[config.mk]
export PLATFORM = sky130hd
export DESIGN_NAME = dbpp_channel
export DESIGN_NICKNAME = d
export VERILOG_FILES = /design/src/logic/dbpp_pkg.sv /design/src/logic/dbpp_mem_if.sv /design/src/logic/dbpp_sync2.sv /design/src/logic/dbpp_mem_wr.sv /design/src/logic/dbpp_channel.sv
export SDC_FILE = /design/constraint.sdc
export NUM_CORES = 1
export LEC_CHECK = 0
export ABC_CLOCK_PERIOD_IN_PS = 2940
export BUFFER_PORTS_ARGS = -buffer_cell sky130_fd_sc_hd__buf_2
export CORE_MARGIN = 5
export CORE_UTILIZATION = 46
export CTS_BUF_LIST = sky130_fd_sc_hd__clkbuf_8 sky130_fd_sc_hd__clkbuf_16
export CTS_CLUSTER_DIAMETER = 50
export DETAILED_ROUTE_END_ITERATION = 8
export PLACE_DENSITY = 0.82
export SLEW_MARGIN = 15
export SYNTH_ARGS = -nofsm -noshare
export SYNTH_HDL_FRONTEND = slang
export SYNTH_SLANG_ARGS = --single-unit
[constraint.sdc]
create_clock -name clk_sys -period 2.94 [get_ports clk_sys]
set_clock_uncertainty 0.05 [all_clocks]
set_input_delay 0.441 -clock clk_sys [delete_from_list [all_inputs] [get_ports clk_sys]]
set_output_delay 0.441 -clock clk_sys [all_outputs]
set_load 0.02 [all_outputs]
[src/logic/dbpp_pkg.sv]
// Package: constants, register map and types for the byte-port packing channel.
// Assumes a single clk_sys domain at 200 MHz and a plain register port.
package dbpp_pkg;
  localparam int DBPP_AW = 4;
  localparam logic [3:0] DBPP_OFS_CTRL = 4'h0;
  localparam logic [3:0] DBPP_OFS_COUNT = 4'h1;
  localparam logic [3:0] DBPP_OFS_ADDR = 4'h2;
  localparam logic [3:0] DBPP_OFS_STATUS = 4'h3;
  localparam logic [3:0] DBPP_OFS_IRQ_STAT = 4'h4;
  localparam logic [3:0] DBPP_OFS_IRQ_EN = 4'h5;
  localparam logic [3:0] DBPP_OFS_IRQ_CLR = 4'h6;
  // Control register fields
  localparam int DBPP_CTRL_START = 0;
  localparam int DBPP_CTRL_SAB = 1;
  localparam int DBPP_CTRL_DUAL = 2;
  localparam int DBPP_CTRL_P2M = 3;
  localparam int DBPP_CTRL_EXTREQ = 4;
  localparam int DBPP_CTRL_PORT8 = 5;
  localparam int DBPP_CTRL_ABTMODE = 6;
  localparam int DBPP_CTRL_BURST = 7;
  localparam int DBPP_CTRL_SIZE_LO = 8;
  localparam int DBPP_CTRL_W = 10;
  localparam logic [1:0] DBPP_SIZE_BYTE = 2'h0;
  localparam logic [1:0] DBPP_SIZE_WORD = 2'h1;
  localparam logic [1:0] DBPP_SIZE_BPB = 2'h3;
  // Interrupt / status bits
  localparam int DBPP_EV_DONE = 0;
  localparam int DBPP_EV_ABORT = 1;
  localparam int DBPP_EV_CFGERR = 2;
  localparam int DBPP_EV_W = 3;
  localparam logic [31:0] DBPP_ZERO32 = 32'h0000_0000;
  typedef enum logic [2:0] {
    DBPP_IDLE,
    DBPP_BUSREQ,
    DBPP_RD_BYTE,
    DBPP_WR_MEM
  } dbpp_state_t;
endpackage

[src/logic/dbpp_mem_if.sv]
// Interface: memory-side write path between the channel core and its bus master.
// Assumes both ends on clk_sys.
`timescale 1ns/1ps
interface dbpp_mem_if;
  logic wr_req;
  logic [31:0] wr_addr;
  logic [15:0] wr_data;
  logic [1:0] wr_be;
  logic wr_done;
  modport core (output wr_req, output wr_addr, output wr_data, output wr_be, input wr_done);
  modport master (input wr_req, input wr_addr, input wr_data, input wr_be, output wr_done);
endinterface

[src/logic/dbpp_sync2.sv]
// Two-flop synchroniser for pin inputs.
// Assumes the input is asynchronous to clk_sys.
`timescale 1ns/1ps
module dbpp_sync2 #(
  parameter int W = 1
) (
  input wire logic clk_sys,
  input wire logic sys_rst,
  input wire logic [W-1:0] d,
  output logic [W-1:0] q
);
  logic [W-1:0] meta_reg;
  always_ff @(posedge clk_sys)
  begin
    if (sys_rst)
    begin
      meta_reg <= '0;
      q <= '0;
    end
    else
    begin
      meta_reg <= d;
      q <= meta_reg;
    end
  end
endmodule

[src/logic/dbpp_mem_wr.sv]
// Memory write master: drives one memory write per request, one cycle.
// Assumes memory accepts a write in the cycle it is presented.
`timescale 1ns/1ps
module dbpp_mem_wr
  import dbpp_pkg::*;
(
  input wire logic clk_sys,
  input wire logic sys_rst,
  dbpp_mem_if.master mif,
  output logic mem_we,
  output logic [31:0] mem_addr,
  output logic [15:0] mem_wdata,
  output logic [1:0] mem_be
);
  always_ff @(posedge clk_sys)
  begin
    if (sys_rst)
    begin
      mem_we <= 1'b0;
      mem_addr <= DBPP_ZERO32;
      mem_wdata <= 16'h0000;
      mem_be <= 2'h0;
    end
    else
    begin
      mem_we <= mif.wr_req;
      mem_addr <= mif.wr_addr;
      mem_wdata <= mif.wr_data;
      mem_be <= mif.wr_be;
    end
  end
  assign mif.wr_done = mif.wr_req;
endmodule

[src/logic/dbpp_channel.sv]
// Byte-port packing DMA channel: peripheral byte reads, packed or single memory writes.
// Assumes clk_sys 200 MHz, synchronous sys_rst, pins from outside synchronised here.
// Operation
// - Dual, 8-bit port, ext request, P->M, size 01: read byte, read byte, write word.
// - Stop after first byte leaves it in the holding register; a restarted packed run writes it as the first word's high byte.
// - Holding register has no processor read or write path.
// - Single addressing never strands a byte on early termination.
// - Size 11 under same conditions: byte read then byte write, repeat.
// - Variant without byte mode flags size 11 as configuration error if the control register already holds size 11 when start is written.
// - Chip select while requesting bus withdraws the bus request.
// - Burst mode performs exactly count transfers, no extra one.
`timescale 1ns/1ps
module dbpp_channel
  import dbpp_pkg::*;
#(
  parameter bit HAS_BYTE_MODE = 1'b1,
  parameter int CNT_W = 16
) (
  input wire logic clk_sys,
  input wire logic sys_rst,
  input wire logic [DBPP_AW-1:0] reg_addr,
  input wire logic [31:0] reg_wdata,
  input wire logic reg_wr,
  input wire logic reg_rd,
  output logic [31:0] reg_rdata,
  input wire logic cpu_cs,
  input wire logic ext_req,
  input wire logic peripheral_control_line,
  input wire logic bus_grant_acknowledge,
  output logic bus_request_out,
  output logic per_rd,
  input wire logic [7:0] per_data,
  output logic mem_we,
  output logic [31:0] mem_addr,
  output logic [15:0] mem_wdata,
  output logic [1:0] mem_be,
  output logic irq
);
  dbpp_mem_if mif ();
  logic [DBPP_CTRL_W-1:0] ctrl_reg;
  logic [CNT_W-1:0] count_reg;
  logic [31:0] addr_reg;
  logic [DBPP_EV_W-1:0] ev_stat_reg;
  logic [DBPP_EV_W-1:0] ev_en_reg;
  logic [7:0] hold_reg;
  logic [7:0] low_reg;
  logic hold_full_reg;
  logic busy_reg;
  logic br_reg;
  dbpp_state_t state_reg;
  logic cs_s;
  logic req_s;
  logic pcl_s;
  logic bus_grant_acknowledge_s;
  logic [DBPP_EV_W-1:0] ev_set;
  logic start_wr;
  logic [1:0] size_f;
  logic cfg_err;
  logic packing;
  logic abort_now;
  logic stop_early;

  dbpp_sync2 #(.W(4)) u_sync (
    .clk_sys(clk_sys),
    .sys_rst(sys_rst),
    .d({cpu_cs, ext_req, peripheral_control_line, bus_grant_acknowledge}),
    .q({cs_s, req_s, pcl_s, bus_grant_acknowledge_s})
  );

  dbpp_mem_wr u_wr (
    .clk_sys(clk_sys),
    .sys_rst(sys_rst),
    .mif(mif),
    .mem_we(mem_we),
    .mem_addr(mem_addr),
    .mem_wdata(mem_wdata),
    .mem_be(mem_be)
  );

  function automatic logic is_wr(input logic [DBPP_AW-1:0] a, input logic [DBPP_AW-1:0] o);
    is_wr = (a == o);
  endfunction

  assign size_f = ctrl_reg[DBPP_CTRL_SIZE_LO +: 2];
  assign start_wr = reg_wr && is_wr(reg_addr, DBPP_OFS_CTRL) && reg_wdata[DBPP_CTRL_START];
  assign cfg_err = (size_f == DBPP_SIZE_BPB) && !HAS_BYTE_MODE;
  // Packing applies only with dual addressing, 8-bit port, ext request, P->M
  assign packing = ctrl_reg[DBPP_CTRL_DUAL] && ctrl_reg[DBPP_CTRL_PORT8]
                && ctrl_reg[DBPP_CTRL_EXTREQ] && ctrl_reg[DBPP_CTRL_P2M]
                && (size_f == DBPP_SIZE_WORD);
  assign abort_now = ctrl_reg[DBPP_CTRL_SAB]
                  || (ctrl_reg[DBPP_CTRL_ABTMODE] && pcl_s);
  assign stop_early = busy_reg && abort_now && (count_reg != '0);

  // Control register; start self-clears, abort bit stays until written
  always_ff @(posedge clk_sys)
  begin
    if (sys_rst)
      ctrl_reg <= '0;
    else if (reg_wr && is_wr(reg_addr, DBPP_OFS_CTRL))
      ctrl_reg <= reg_wdata[DBPP_CTRL_W-1:0] & ~(DBPP_CTRL_W'(1) << DBPP_CTRL_START);
  end

  // Channel sequencer
  always_ff @(posedge clk_sys)
  begin
    if (sys_rst)
    begin
      state_reg <= DBPP_IDLE;
      busy_reg <= 1'b0;
      count_reg <= '0;
      addr_reg <= DBPP_ZERO32;
      hold_reg <= 8'h00;
      low_reg <= 8'h00;
      hold_full_reg <= 1'b0;
      per_rd <= 1'b0;
    end
    else
    begin
      per_rd <= 1'b0;
      if (reg_wr && is_wr(reg_addr, DBPP_OFS_COUNT) && !busy_reg)
        count_reg <= reg_wdata[CNT_W-1:0];
      if (reg_wr && is_wr(reg_addr, DBPP_OFS_ADDR) && !busy_reg)
        addr_reg <= reg_wdata;
      case (state_reg)
        DBPP_IDLE:
        begin
          if (start_wr && !cfg_err && (count_reg != '0))
          begin
            busy_reg <= 1'b1;
            state_reg <= DBPP_BUSREQ;
          end
        end
        DBPP_BUSREQ:
        begin
          if (stop_early)
          begin
            // Half-packed byte stays put: software has no path to it
            busy_reg <= 1'b0;
            state_reg <= DBPP_IDLE;
          end
          else if (bus_grant_acknowledge_s && req_s)
            state_reg <= DBPP_RD_BYTE;
        end
        DBPP_RD_BYTE:
        begin
          per_rd <= 1'b1;
          // Second packed byte must not overwrite the first one still held
          if (packing && hold_full_reg)
            low_reg <= per_data;
          else
            hold_reg <= per_data;
          if (packing && !hold_full_reg)
          begin
            hold_full_reg <= 1'b1;
            state_reg <= DBPP_BUSREQ;
          end
          else
            state_reg <= DBPP_WR_MEM;
        end
        DBPP_WR_MEM:
        begin
          hold_full_reg <= 1'b0;
          addr_reg <= addr_reg + (packing ? 32'h0000_0002 : 32'h0000_0001);
          count_reg <= count_reg - 1'b1;
          if (count_reg == CNT_W'(1))
          begin
            busy_reg <= 1'b0;
            state_reg <= DBPP_IDLE;
          end
          else
            state_reg <= DBPP_BUSREQ;
        end
        default:
          state_reg <= DBPP_IDLE;
      endcase
    end
  end

  // Memory write: packed word in packing mode, single byte otherwise
  always_comb
  begin
    mif.wr_req = (state_reg == DBPP_WR_MEM);
    mif.wr_addr = addr_reg;
    mif.wr_data = packing ? {hold_reg, low_reg} : {8'h00, hold_reg};
    mif.wr_be = packing ? 2'h3 : 2'h1;
  end

  // Bus request: held until acknowledge, dropped on chip select
  always_ff @(posedge clk_sys)
  begin
    if (sys_rst)
      br_reg <= 1'b0;
    else if (cs_s && !bus_grant_acknowledge_s)
      br_reg <= 1'b0;
    else if (state_reg == DBPP_BUSREQ && !stop_early)
      br_reg <= 1'b1;
    else if (bus_grant_acknowledge_s || state_reg == DBPP_IDLE)
      br_reg <= 1'b0;
  end
  assign bus_request_out = br_reg;

  // Events: set wins over clear
  always_comb
  begin
    ev_set = '0;
    ev_set[DBPP_EV_DONE] = (state_reg == DBPP_WR_MEM) && (count_reg == CNT_W'(1));
    ev_set[DBPP_EV_ABORT] = (state_reg == DBPP_BUSREQ) && stop_early;
    ev_set[DBPP_EV_CFGERR] = start_wr && cfg_err && (state_reg == DBPP_IDLE);
  end

  always_ff @(posedge clk_sys)
  begin
    if (sys_rst)
      ev_stat_reg <= '0;
    else if (reg_wr && is_wr(reg_addr, DBPP_OFS_IRQ_CLR))
      ev_stat_reg <= (ev_stat_reg & ~reg_wdata[DBPP_EV_W-1:0]) | ev_set;
    else
      ev_stat_reg <= ev_stat_reg | ev_set;
  end

  always_ff @(posedge clk_sys)
  begin
    if (sys_rst)
      ev_en_reg <= '0;
    else if (reg_wr && is_wr(reg_addr, DBPP_OFS_IRQ_EN))
      ev_en_reg <= reg_wdata[DBPP_EV_W-1:0];
  end
  assign irq = |(ev_stat_reg & ev_en_reg);

  // Read port; holding register deliberately absent from the map
  always_ff @(posedge clk_sys)
  begin
    if (sys_rst)
      reg_rdata <= DBPP_ZERO32;
    else if (reg_rd)
    begin
      case (reg_addr)
        DBPP_OFS_CTRL: reg_rdata <= 32'(ctrl_reg);
        DBPP_OFS_COUNT: reg_rdata <= 32'(count_reg);
        DBPP_OFS_ADDR: reg_rdata <= addr_reg;
        DBPP_OFS_STATUS: reg_rdata <= {29'h0000_0000, hold_full_reg, br_reg, busy_reg};
        DBPP_OFS_IRQ_STAT: reg_rdata <= 32'(ev_stat_reg);
        DBPP_OFS_IRQ_EN: reg_rdata <= 32'(ev_en_reg);
        default: reg_rdata <= DBPP_ZERO32;
      endcase
    end
    else
      reg_rdata <= DBPP_ZERO32;
  end
endmodule

==> After elaboration in Yosys (flattened, before gate mapping) <==
Index checks and enable logic that the tools add are counted.
{ "op_classes": {"add_sub_neg": 2, "multipliers": 0, "n_div": 0, "magnitude_cmp": 0, "eq_ne": 16, "shifts": 0, "n_mux": 24, "n_bitwise": 8, "n_reduce_logical": 46} }
{ "ops": {"columns": ["cell", "count"], "rows": [
  ["32-bit one-hot mux with 6 select lines", 1],
  ["32-bit 2-to-1 mux", 2],
  ["32-bit by 2-bit adder with 32-bit output", 1],
  ["16-bit 2-to-1 mux", 2],
  ["1-bit logical AND", 23],
  ["16-bit by 1-bit equality test with 1-bit output (second input constant)", 1],
  ["16-bit nonzero test", 1],
  ["16-bit by 1-bit subtractor with 16-bit output (second input constant)", 1],
  ["4-bit by 3-bit equality test with 1-bit output (second input constant)", 3],
  ["3-bit 2-to-1 mux", 4],
  ["3-bit one-hot mux with 4 select lines", 1],
  ["4-bit by 2-bit equality test with 1-bit output (second input constant)", 2],
  ["1-bit 2-to-1 mux", 8],
  ["8-bit 2-to-1 mux", 1],
  ["2-bit inequality test (second input constant)", 4],
  ["2-bit AND reduction", 4],
  ["2-bit nonzero test", 4],
  ["3-bit AND", 2],
  ["3-bit by 2-bit equality test with 1-bit output (second input constant)", 2],
  ["2-bit 2-to-1 mux", 3],
  ["3-bit by 2-bit OR with 3-bit output", 2],
  ["2-bit OR reduction", 3],
  ["4-bit by 1-bit equality test with 1-bit output (second input constant)", 1],
  ["1-bit zero test", 4],
  ["13 further kinds", 16]
]} }
{ "totals": {"reg_bits": 177, "latchBits": 0, "ram_bits": 0, "romBits": 0, "word_cells": 116, "mem_count": 0} }

==> Depth between registers and ports, before layout <==
Gate-level depths: netlist (run 1).
{ "depth": {"word_depth": 7, "ltp_mapped": 11, "mapped_depth_nobuf": 10} }

==> Hierarchy <==
A second synthesis (run 1) with hierarchy kept.
{ "hier_totals": {"hier_cells": 799, "area_unflattened_um2": 7475.9} }
{ "by_module_without_submodules": {"columns": ["mod", "instances", "cells_per_inst", "area_per_inst_um2", "seq_area_each_um2"], "rows": [
  ["dbpp_channel", 1, 675, 5893.2, 2342.2],
  ["dbpp_mem_wr", 1, 108, 1372.6, 1021.0],
  ["dbpp_sync2", 1, 16, 210.2, 160.2]
]} }

==> Least setup slack after synthesis (run 1) <==
OpenSTA, ideal clock, no wires.
{ "synth_timing": {"path_kind": "reg2reg", "start": "reg ctrl_reg[8]", "end": "reg addr_reg[27]", "arrival_time_ns": 2.718, "setup_slack_ns": 0.045, "stages_incl_launch_ff": 11, "path_cell_list": "dfxtp_1 > nand4_1 > nor3b_1 > buf_2 > clkbuf_1 > ha_1 > a21oi_1 > nor4_1 > nand3_1 > mux2_2 > o2bb2ai_1"} }
{ "synth_between": {"elab_chain_cells": 5} }
{ "synth_lines": {"columns": ["element", "line", "source"], "rows": [
  ["from (decl)", "dbpp_channel.sv:40", "logic [DBPP_CTRL_W-1:0] ctrl_reg;"],
  ["from (signal assigned)", "dbpp_channel.sv:101", "ctrl_reg <= reg_wdata[DBPP_CTRL_W-1:0] & ~(DBPP_CTRL_W'(1) << DBPP_CTRL_START);"],
  ["2-bit by 1-bit equality test with 1-bit output", "dbpp_channel.sv:90", "&& (size_f == DBPP_SIZE_WORD);"],
  ["1-bit logical AND", "dbpp_channel.sv:90", null],
  ["named net packing", "dbpp_channel.sv:59", "logic packing;"],
  ["2-bit 2-to-1 mux", "dbpp_channel.sv:164", "addr_reg <= addr_reg + (packing ? 32'h0000_0002 : 32'h0000_0001);"],
  ["32-bit by 2-bit adder with 32-bit output", "dbpp_channel.sv:164", null],
  ["32-bit 2-to-1 mux", "dbpp_channel.sv:125", "case (state_reg)"],
  ["to (signal assigned)", "dbpp_channel.sv:124", "addr_reg <= reg_wdata;"],
  ["to (signal assigned)", "dbpp_channel.sv:164", null],
  ["to (decl)", "dbpp_channel.sv:42", "logic [31:0] addr_reg;"]
]} }
The timed path passes the listed nets, and every way through them passes these cells.
A chain may end at the register's enable or synchronous reset.

==> Final worst setup path (run 1) <==
{ "layout_timing": {"start": "reg ctrl_reg[3]", "end": "reg addr_reg[14]"} }
{ "layout_between": {"elab_chain_cells": 5} }
{ "layout_lines": {"columns": ["element", "line", "source"], "rows": [
  ["1-bit logical AND", "dbpp_channel.sv:89", "&& ctrl_reg[DBPP_CTRL_EXTREQ] && ctrl_reg[DBPP_CTRL_P2M]"],
  ["1-bit logical AND", "dbpp_channel.sv:90", null],
  ["2-bit 2-to-1 mux", "dbpp_channel.sv:164", null],
  ["32-bit by 2-bit adder with 32-bit output", "dbpp_channel.sv:164", null],
  ["32-bit 2-to-1 mux", "dbpp_channel.sv:125", null]
]} }
No other way between the ends.

==> results of run 1 <==
==> path summary, 6_finish.rpt <==
check	startpoint	to	slack, ps	cells after the start
worst max register to register	ctrl_reg[3]	addr_reg[14]	200	9
worst max-delay path	ctrl_reg[3]	addr_reg[14]	200	9
worst min-delay path	peripheral_control_line	u_sync.meta_reg[1]	170	2
worst min register to register	u_sync.q[3]	bus_request_out	380	1
==> where the power goes <==
group	switching [mW]	internal [mW]
Clock	0.932	1.32
Combinational	0.147	0.0812
Sequential	0.0285	2.41
Total	1.11	3.81
==> kinds of logic (layout without fill, tap and decap cells) <==
| group | count (synthesis) | in the layout | share of synthesized area (%) |
|---|---|---|---|
| simple gates | 336 | 336 | 25.2 |
| flops | 176 | 176 | 49.4 |
| compound gates | 154 | 154 | 15.0 |
| buf+inv | 59 | 197 | 3.35 |
| mux | 42 | 42 | 6.00 |
| fa+ha+maj | 5 | 5 | 0.982 |
| xor+xnor | 1 | 1 | 0.123 |
==> routing by layer <==
metal	GRT usage, %	up-vias	share of wire, %
met1	27.8	3003	42
met3	5.44	52	8.4
met4	8.77	0	3.1
li1	-	3031	-
met2	34.9	311	47
met5	0	-	0
==> layout make-up <==
cell class / instances / area share, %
inverters: 13 / 0.567
repair buffers: 153 / 9.44
clock buffers: 20 / 5.42
clock inverters: 11 / 1.54
multi-input cells: 538 / 39.3
flip-flops and latches: 176 / 41.0
well taps: 188 / 2.73
==> worst max-delay path: cells and delay by family (launching register included) <==
kind | cells | cell delay [ps]
fa+ha+maj | 1 | 290
compound gates | 1 | 160
flops | 1 | 370
simple gates | 6 | 1530
buf+inv | 1 | 260
==> stage by stage <==
stage | util (%) | hold WS, ps | setup slack [ps] | std cells | area [µm²]
2_1_floorplan | - | 359 | 44.7 | 773 | 7140
4_1_cts | 56.5 | 159 | 122 | 1099 | 8590
3_3_place_gp | 52.6 | 377 | 237 | 1068 | 7990
6_report | 56.6 | 175 | 195 | 1099 | 8600
3_5_place_dp | 52.6 | 376 | 133 | 1068 | 7990
5_1_grt | 56.6 | 179 | 27.7 | 1099 | 8600
==> synthesized netlist by cell type, types with 19 or more instances <==
cell type / count / area [µm²]
and2_1: 19 / 119
and3_1: 21 / 131
nor2_1: 90 / 338
nand2_1: 58 / 218
clkbuf_1: 30 / 113
o21ai_0: 20 / 100
a21oi_1: 40 / 200
nand3_1: 31 / 155
mux2i_1: 36 / 360
dfxtp_1: 176 / 3520
nor2b_1: 39 / 244
==> timing repair <==
item                                   in CTS  in global routing
hold buffers                                0                  0
resized for setup                           0                  2
endpoints found under the hold margin       0                  0
setup buffers                               0                  0
setup endpoints to repair                   0                  2
==> impl_metrics.py, run 1 <==
metrics = {
    "status": {
        "status": "completed",
    },
    "route": {
        "drc": 0,
        "wl_per_cell_um": 17.7,
        "drt_first_pass_iters": 8,
        "via_count": 6397,
        "dr.first_iter.drc_count": 720,
        "ant_nets": 0,
        "viasPerCell": 5.82,
        "drt-total-wl_um": 19500,
    },
    "floorplan": {
        "die_x_um": 135,
        "dieHeight_um": 135,
        "start_util_pct": 46.9,
        "core_um2": 15200,
        "die-area_um2": 18100,
        "row_count": 45,
        "io_pins": 138,
    },
    "cells_and_area": {
        "layout_commonest_cell": "dfxtp_1",
        "layout_common_cells": "dfxtp_1, buf_2, nor2_1",
        "syn_to_final_growth_pct": 20.6,
        "antenna_cells": 0,
        "seqCellArea_um2": 3520,
        "filler_cell_count": 1351,
        "drive_gt1_share_pct": 23.1,
        "layout.nets": 956,
        "multi_input_area_um2": 3380,
    },
    "sta": {
        "finalCritPeriodShare_pct": 93.4,
        "setup_violations": 0,
        "fmax_mhz": 364,
        "rsz0062_at_grt": "false",
        "worst_pin_slew_ps": 669,
        "max_slew_margin_pct": 55.4,
        "finalHoldViolations": 0,
        "finalCriticalPeriod_ps": 2740,
        "finalSetupTns_ps": 0,
        "slew_violations": 0,
    },
    "setup_path": {
        "slowest_delay_ps": 510,
        "slowest_stage": "or4_1",
        "path_class": "flop to flop",
        "startpoint_type": "flop",
        "crit_path_max_fanout": 21,
        "cp.required_ps": 3240,
        "arrival_ps": 3050,
        "worstPathCellList": "nand4_1 > nor3b_2 > buf_6 > fa_1 > nand3_1 > nor2_2 > nand3_1 > or4_1 > a31oi_1",
        "crit_path_end_kind": "flop",
        "cpMostUsedCell": "nand3_1",
    },
    "synth": {
        "synth_fp_nets": 830,
        "ys_seq_area_share_pct": 49.4,
        "synth-edff-count": 0,
        "syn_area_um2": 7140,
        "ys_seq_elements": 176,
        "ys_types": 63,
        "synth-main-ff-cell": "dfxtp_1",
        "yosys_warnings": 0,
        "synth_area_per_cell_um2": 9.23,
        "syn-instance-count": 773,
        "async_reset_ff_share_pct": 0,
    },
    "pwr": {
        "report.power.total_mw": 4.92,
        "vdd_ir_drop_max_mv": 0.413,
        "leakagePower_nw": 3.53,
        "powerDensity_nw_per_um2": 572,
    },
    "global_route": {
        "grt_max_degree": 50,
        "grt_pass1_vias": 6152,
        "antenna_found_initial": 0,
        "grt.total_usage_pct": 21.6,
        "grt_pass1_wl_um": 31500,
        "overflow": 0,
    },
    "worst_hold_path": {
        "hold_path.class": "input port to flop",
    },
    "clocking": {
        "worst_skew_pair.late_latency_ps": 430,
        "cts_tree": "built",
        "h-tree-depth": 4,
        "clockBufferDepth": 2,
        "numCtsBuffers": 17,
        "clock-sinks": 176,
        "path_clk_slew_ps": 70,
        "cts_root_buf": "clkbuf_16",
    },
    "job": {
        "maxCapViolCount": 0,
    },
    "place": {
        "place_hpwl_um": 13600,
        "place_congestion": 0.924,
        "io_buffers": 137,
    },
}
Power figures use the tool's default switching activity.
==> run 2, diff against run 1 <==
--- a/config.mk
+++ b/config.mk
@@ -5,15 +5,17 @@
 export SDC_FILE = /design/constraint.sdc
 export NUM_CORES = 1
 export LEC_CHECK = 0
+export ABC_AREA = 1
 export ABC_CLOCK_PERIOD_IN_PS = 2940
 export BUFFER_PORTS_ARGS = -buffer_cell sky130_fd_sc_hd__buf_2
 export CORE_MARGIN = 5
 export CORE_UTILIZATION = 46
-export CTS_BUF_LIST = sky130_fd_sc_hd__clkbuf_8 sky130_fd_sc_hd__clkbuf_16
+export CTS_BUF_LIST = sky130_fd_sc_hd__clkbuf_8
 export CTS_CLUSTER_DIAMETER = 50
 export DETAILED_ROUTE_END_ITERATION = 8
-export PLACE_DENSITY = 0.82
+export PLACE_DENSITY = 0.81
 export SLEW_MARGIN = 15
 export SYNTH_ARGS = -nofsm -noshare
 export SYNTH_HDL_FRONTEND = slang
+export SYNTH_HIERARCHICAL = 1
 export SYNTH_SLANG_ARGS = --single-unit
==> run 2 against run 1 <==
  * Sequential share of layout area decreased by 2.5 points
  * Flip-flop and latch count unchanged
  * Die area is 9.7% higher
==> impl_metrics.py, run 2 <==
metrics = {
    "global_route": {
        "grt_max_degree": 97,
        "antenna_found_initial": 0,
        "grtUsageMet2_pct": 36.7,
        "grt_pass1_wl_um": 35700,
        "grt.total_usage_pct": 22.3,
        "grt_use_met1_pct": 28.6,
        "grt_pass1_vias": 7234,
        "grt.busiest_layer": "met2",
        "overflow": 0,
        "grt_util_met3_pct": 4.88,
    },
    "synth": {
        "syn-instance-count": 1163,
        "syn_area_um2": 7890,
        "synth_fp_nets": 1220,
        "yosys_warnings": 6,
        "synth_area_per_cell_um2": 6.78,
    },
    "clocking": {
        "cts_setup_buffers": 0,
        "path_clk_slew_ps": 90,
        "worst_skew_pair.late_latency_ps": 480,
        "clock-sinks": 176,
        "cts_resized": 0,
        "clockBufferDepth": 2,
        "cts_hold_buffers": 0,
        "h-tree-depth": 4,
        "numCtsBuffers": 17,
        "cts_tree": "built",
        "cts_root_buf": "clkbuf_8",
    },
    "route": {
        "drt_first_pass_iters": 6,
        "dr.first_iter.drc_count": 821,
        "wl_per_cell_um": 14.8,
        "ant_nets": 0,
        "drc": 0,
        "viasPerCell": 5.16,
        "drt-total-wl_um": 22400,
        "via_count": 7839,
    },
    "sta": {
        "finalSetupTns_ps": 0,
        "worst_pin_slew_ps": 1040,
        "max_slew_margin_pct": 30.6,
        "fmax_mhz": 393,
        "setup_violations": 0,
        "slew_violations": 0,
        "finalCriticalPeriod_ps": 2540,
        "finalCritPeriodShare_pct": 86.5,
        "finalHoldViolations": 0,
        "rsz0062_at_grt": "false",
    },
    "cells_and_area": {
        "filler_cell_count": 1620,
        "utilization_pct": 54.9,
        "seqCellArea_um2": 3520,
        "drive_gt1_share_pct": 15.2,
        "multi_input_area_um2": 3450,
        "layout.nets": 1344,
        "syn_to_final_growth_pct": 16.2,
        "antenna_cells": 0,
        "fin_cells": 1520,
        "layout_common_cells": "nand2_1, nor2_1, dfxtp_1",
        "layout_commonest_cell": "nand2_1",
        "design_area_um2": 9170,
    },
    "floorplan": {
        "dieHeight_um": 141,
        "die-area_um2": 19900,
        "die_x_um": 141,
        "core_um2": 16700,
        "io_pins": 138,
        "start_util_pct": 47.2,
        "row_count": 47,
    },
    "setup_path": {
        "cp.required_ps": 3210,
        "crit_path_max_fanout": 27,
        "arrival_ps": 2810,
        "startpoint_type": "flop",
        "crit_path_end_kind": "flop",
        "path_class": "flop to flop",
    },
    "pwr": {
        "vdd_ir_drop_max_mv": 0.286,
        "leakagePower_nw": 3.92,
        "report.power.total_mw": 4.71,
        "powerDensity_nw_per_um2": 513,
    },
    "place": {
        "place_area_um2": 8680,
        "place_congestion": 0.934,
        "io_buffers": 137,
        "dp_cells": 1488,
        "place_hpwl_um": 16400,
    },
    "status": {
        "status": "completed",
    },
    "worst_hold_path": {
        "hold_path.class": "input port to flop",
    },
    "job": {
        "maxCapViolCount": 0,
    },
}
==> run 2: routing by layer <==
metal,vias up,routed length [µm]
met3,52,1900
li1,3892,-
met4,0,668
met1,3544,9320
met5,-,0
met2,351,10600
==> run 2: where the power goes <==
group	switching (mW)	internal [mW]
clock	0.927	1.11
sequential	0.0222	2.41
combinational	0.164	0.0761
total	1.11	3.59
==> run 2: path summary, 6_finish.rpt <==
check                                             start                  to  slack [ps]  cells after the start
worst max register to register              ctrl_reg[4]        addr_reg[26]         400                     15
worst min register to register              u_sync/q[3]     bus_request_out         350                      1
worst max-delay path                        ctrl_reg[4]        addr_reg[26]         400                     15
worst min-delay path            peripheral_control_line  u_sync/meta_reg[1]         110                      3
==> run 2: layout make-up <==
type / count / area share [%]
Tap cell: 220 / 3.00
Timing Repair Buffer: 147 / 8.30
Inverter: 180 / 7.40
Clock inverter: 15 / 2.73
Clock buffer: 17 / 2.55
Sequential cell: 176 / 38.4
Multi-Input combinational cell: 765 / 37.6
==> run 2: per-stage QoR <==
step / hold WS, ps / setup WS (ps)
2_1_floorplan: 334 / 600
5_1_grt: 84.5 / 204
3_5_place_dp: 339 / 503
4_1_cts: 96.2 / 474
3_3_place_gp: 339 / 575
6_report: 112 / 398
==> run 2: critical path, cell delays in order, from the launching register on <==
cell and delay (ps):
dfxtp_1 330, inv_1 70, nor3_2 170, nand3_2 110, buf_4 240, inv_2 140, fa_1 360, nand2_1 130
nor2_1 230, nand2_1 130, inv_1 120, nand2_1 70, nand2_1 60, nand3_1 60, nand2_1 60, a21oi_1 60
==> run 3, diff against run 2 <==
==> constraint.sdc (replaced) <==
create_clock -name clk_sys -period 2.94 [get_ports clk_sys]
set_clock_uncertainty 0.05 [all_clocks]
set_input_delay 0.294 -clock clk_sys [delete_from_list [all_inputs] [get_ports clk_sys]]
set_output_delay 0.294 -clock clk_sys [all_outputs]
set_load 0.02 [all_outputs]
==> run 3 against run 2 <==
  * Register-to-register slack is essentially flat
  * Cell area about the same
  * Non-clock buffer count grew 4
  * Critical path type unchanged
  * Largest power group unchanged
==> impl_metrics.py, run 3 (synthesis gave the netlist of run 2 again) <==
metrics = {
    "status": {
        "status": "completed",
    },
    "route": {
        "wl_per_cell_um": 14.5,
        "dr.first_iter.drc_count": 763,
        "drt-total-wl_um": 22200,
        "drt_first_pass_iters": 5,
        "ant_nets": 0,
        "viasPerCell": 5.16,
        "drc": 0,
        "via_count": 7862,
    },
    "setup_path": {
        "arrival_ps": 2800,
        "cp.required_ps": 3190,
        "reg2reg_slack_ps": 400,
        "reg2regPathDepth": 15,
        "crit_path_end_kind": "flop",
        "crit_start": "ctrl_reg[2]",
        "crit_path_max_fanout": 27,
        "reg2reg_to": "addr_reg[26]",
        "startpoint_type": "flop",
        "path_class": "flop to flop",
        "worstSetupEndpoint": "addr_reg[26]",
        "regToRegStartpoint": "ctrl_reg[2]",
    },
    "floorplan": {
        "die_x_um": 141,
        "start_util_pct": 47.2,
        "row_count": 47,
        "die-area_um2": 19900,
        "io_pins": 138,
        "dieHeight_um": 141,
        "core_um2": 16700,
    },
    "cells_and_area": {
        "drive_gt1_share_pct": 15.0,
        "design_area_um2": 9160,
        "filler_cell_count": 1624,
        "antenna_cells": 0,
        "layout_commonest_cell": "nand2_1",
        "utilization_pct": 54.9,
        "layout_common_cells": "nand2_1, nor2_1, dfxtp_1",
        "syn_to_final_growth_pct": 16.2,
        "fin_cells": 1524,
        "layout.nets": 1348,
    },
    "pwr": {
        "powerDensity_nw_per_um2": 493,
        "vdd_ir_drop_max_mv": 0.349,
        "leakagePower_nw": 3.90,
    },
    "sta": {
        "rsz0062_at_grt": "false",
        "worst_pin_slew_ps": 1040,
        "setup_violations": 0,
        "max_slew_margin_pct": 30.7,
        "finalSetupTns_ps": 0,
        "slew_violations": 0,
        "finalCriticalPeriod_ps": 2540,
        "finalHoldViolations": 0,
        "finalCritPeriodShare_pct": 86.5,
        "fmax_mhz": 393,
    },
    "clocking": {
        "path_clk_slew_ps": 100,
        "h-tree-depth": 4,
        "cts_setup_buffers": 0,
        "worst_skew_pair.late_latency_ps": 470,
        "cts_tree": "built",
        "clock-sinks": 176,
        "numCtsBuffers": 17,
        "cts_root_buf": "clkbuf_8",
        "cts_resized": 0,
        "clockBufferDepth": 2,
    },
    "global_route": {
        "antenna_found_initial": 0,
        "overflow": 0,
        "grt_pass1_wl_um": 35900,
        "grtUsageMet2_pct": 38.2,
        "grt_util_met3_pct": 3.96,
        "grt_max_degree": 97,
        "grt.busiest_layer": "met2",
        "grt_pass1_vias": 7209,
        "grt_use_met1_pct": 28.4,
        "grt.total_usage_pct": 22.2,
    },
    "worst_hold_path": {
        "hold_path.class": "input port to flop",
    },
    "place": {
        "place_hpwl_um": 16400,
        "place_area_um2": 8680,
        "io_buffers": 137,
        "dp_cells": 1488,
        "place_congestion": 0.954,
    },
    "job": {
        "maxCapViolCount": 0,
    },
}
[run 3: changes by cell type in the layout (fill, tap and decap cells not counted)]
cell           delta
inv_1             +1
clkinvlp_4        +3
clkinv_2          -2
clkinv_4          +1
bufinv_16         -2
inv_6             -1
dlygate4sd3_1     +4
[run 3: worst min-delay path by stage]
stage | cells after the start | slack, ps | endpoint | start
after floorplan | 1 | 330 | bus_request_out | u_sync/q[3]
after global placement | 2 | 340 | u_sync/q[3] | u_sync/meta_reg[3]
after detailed placement | 2 | 340 | u_sync/q[1] | u_sync/meta_reg[1]
after CTS | 3 | 6 | addr_reg[13] | reg_wdata[13]
after global routing | 3 | 40 | addr_reg[13] | reg_wdata[13]
final | 3 | 40 | addr_reg[13] | reg_wdata[13]
[run 3: timing repair]
item	CTS	global route
endpoints found under the hold margin	4	0
hold buffers	4	0
setup endpoints to repair	0	0
[run 3: layout make-up]
type                    instances  area [µm²]  area share (%)
inverters                     180         678            7.40
flip-flops and latches        176        3520            38.4
clock inverters                15         206            2.25
well taps                     220         275            3.00
clock buffers                  17         234            2.55
repair buffers                151         801            8.74
multi-input cells             765        3450            37.6
[run 3: metrics by stage]
stage	hold slack (ps)	power, mW	setup WS, ps
2_1_floorplan	334	2.63	600
5_1_grt	41.6	4.68	153
3_5_place_dp	343	2.72	471
6_report	43.9	4.52	396
3_3_place_gp	339	2.71	560
4_1_cts	5.84	4.55	431
[run 3: where the power goes]
group | leakage, nW | total, mW | internal [mW] | switching [mW]
Sequential | 1.42 | 2.43 | 2.41 | 0.0219
Clock | 0.217 | 1.85 | 0.938 | 0.911
Combinational | 2.26 | 0.243 | 0.0796 | 0.164
[run 3: routing by layer]
layer	vias up	part of all wire, %
met1	3589	42
li1	3907	-
met3	41	7.9
met4	0	2.2
met2	325	48
met5	-	0
[run 3: critical path, stage by stage (launching register included)]
cell     delay [ps]
dfxtp_1         340
nand2_1          70
nor3_2          120
nand3_2         100
buf_4           230
inv_2           150
fa_1            380
nand2_1         140
nor2_1          230
nand2_1         140
inv_1           130
nand2_1          60
nand2_1          50
nand3_1          70
nand2_1          70
a21oi_1          50
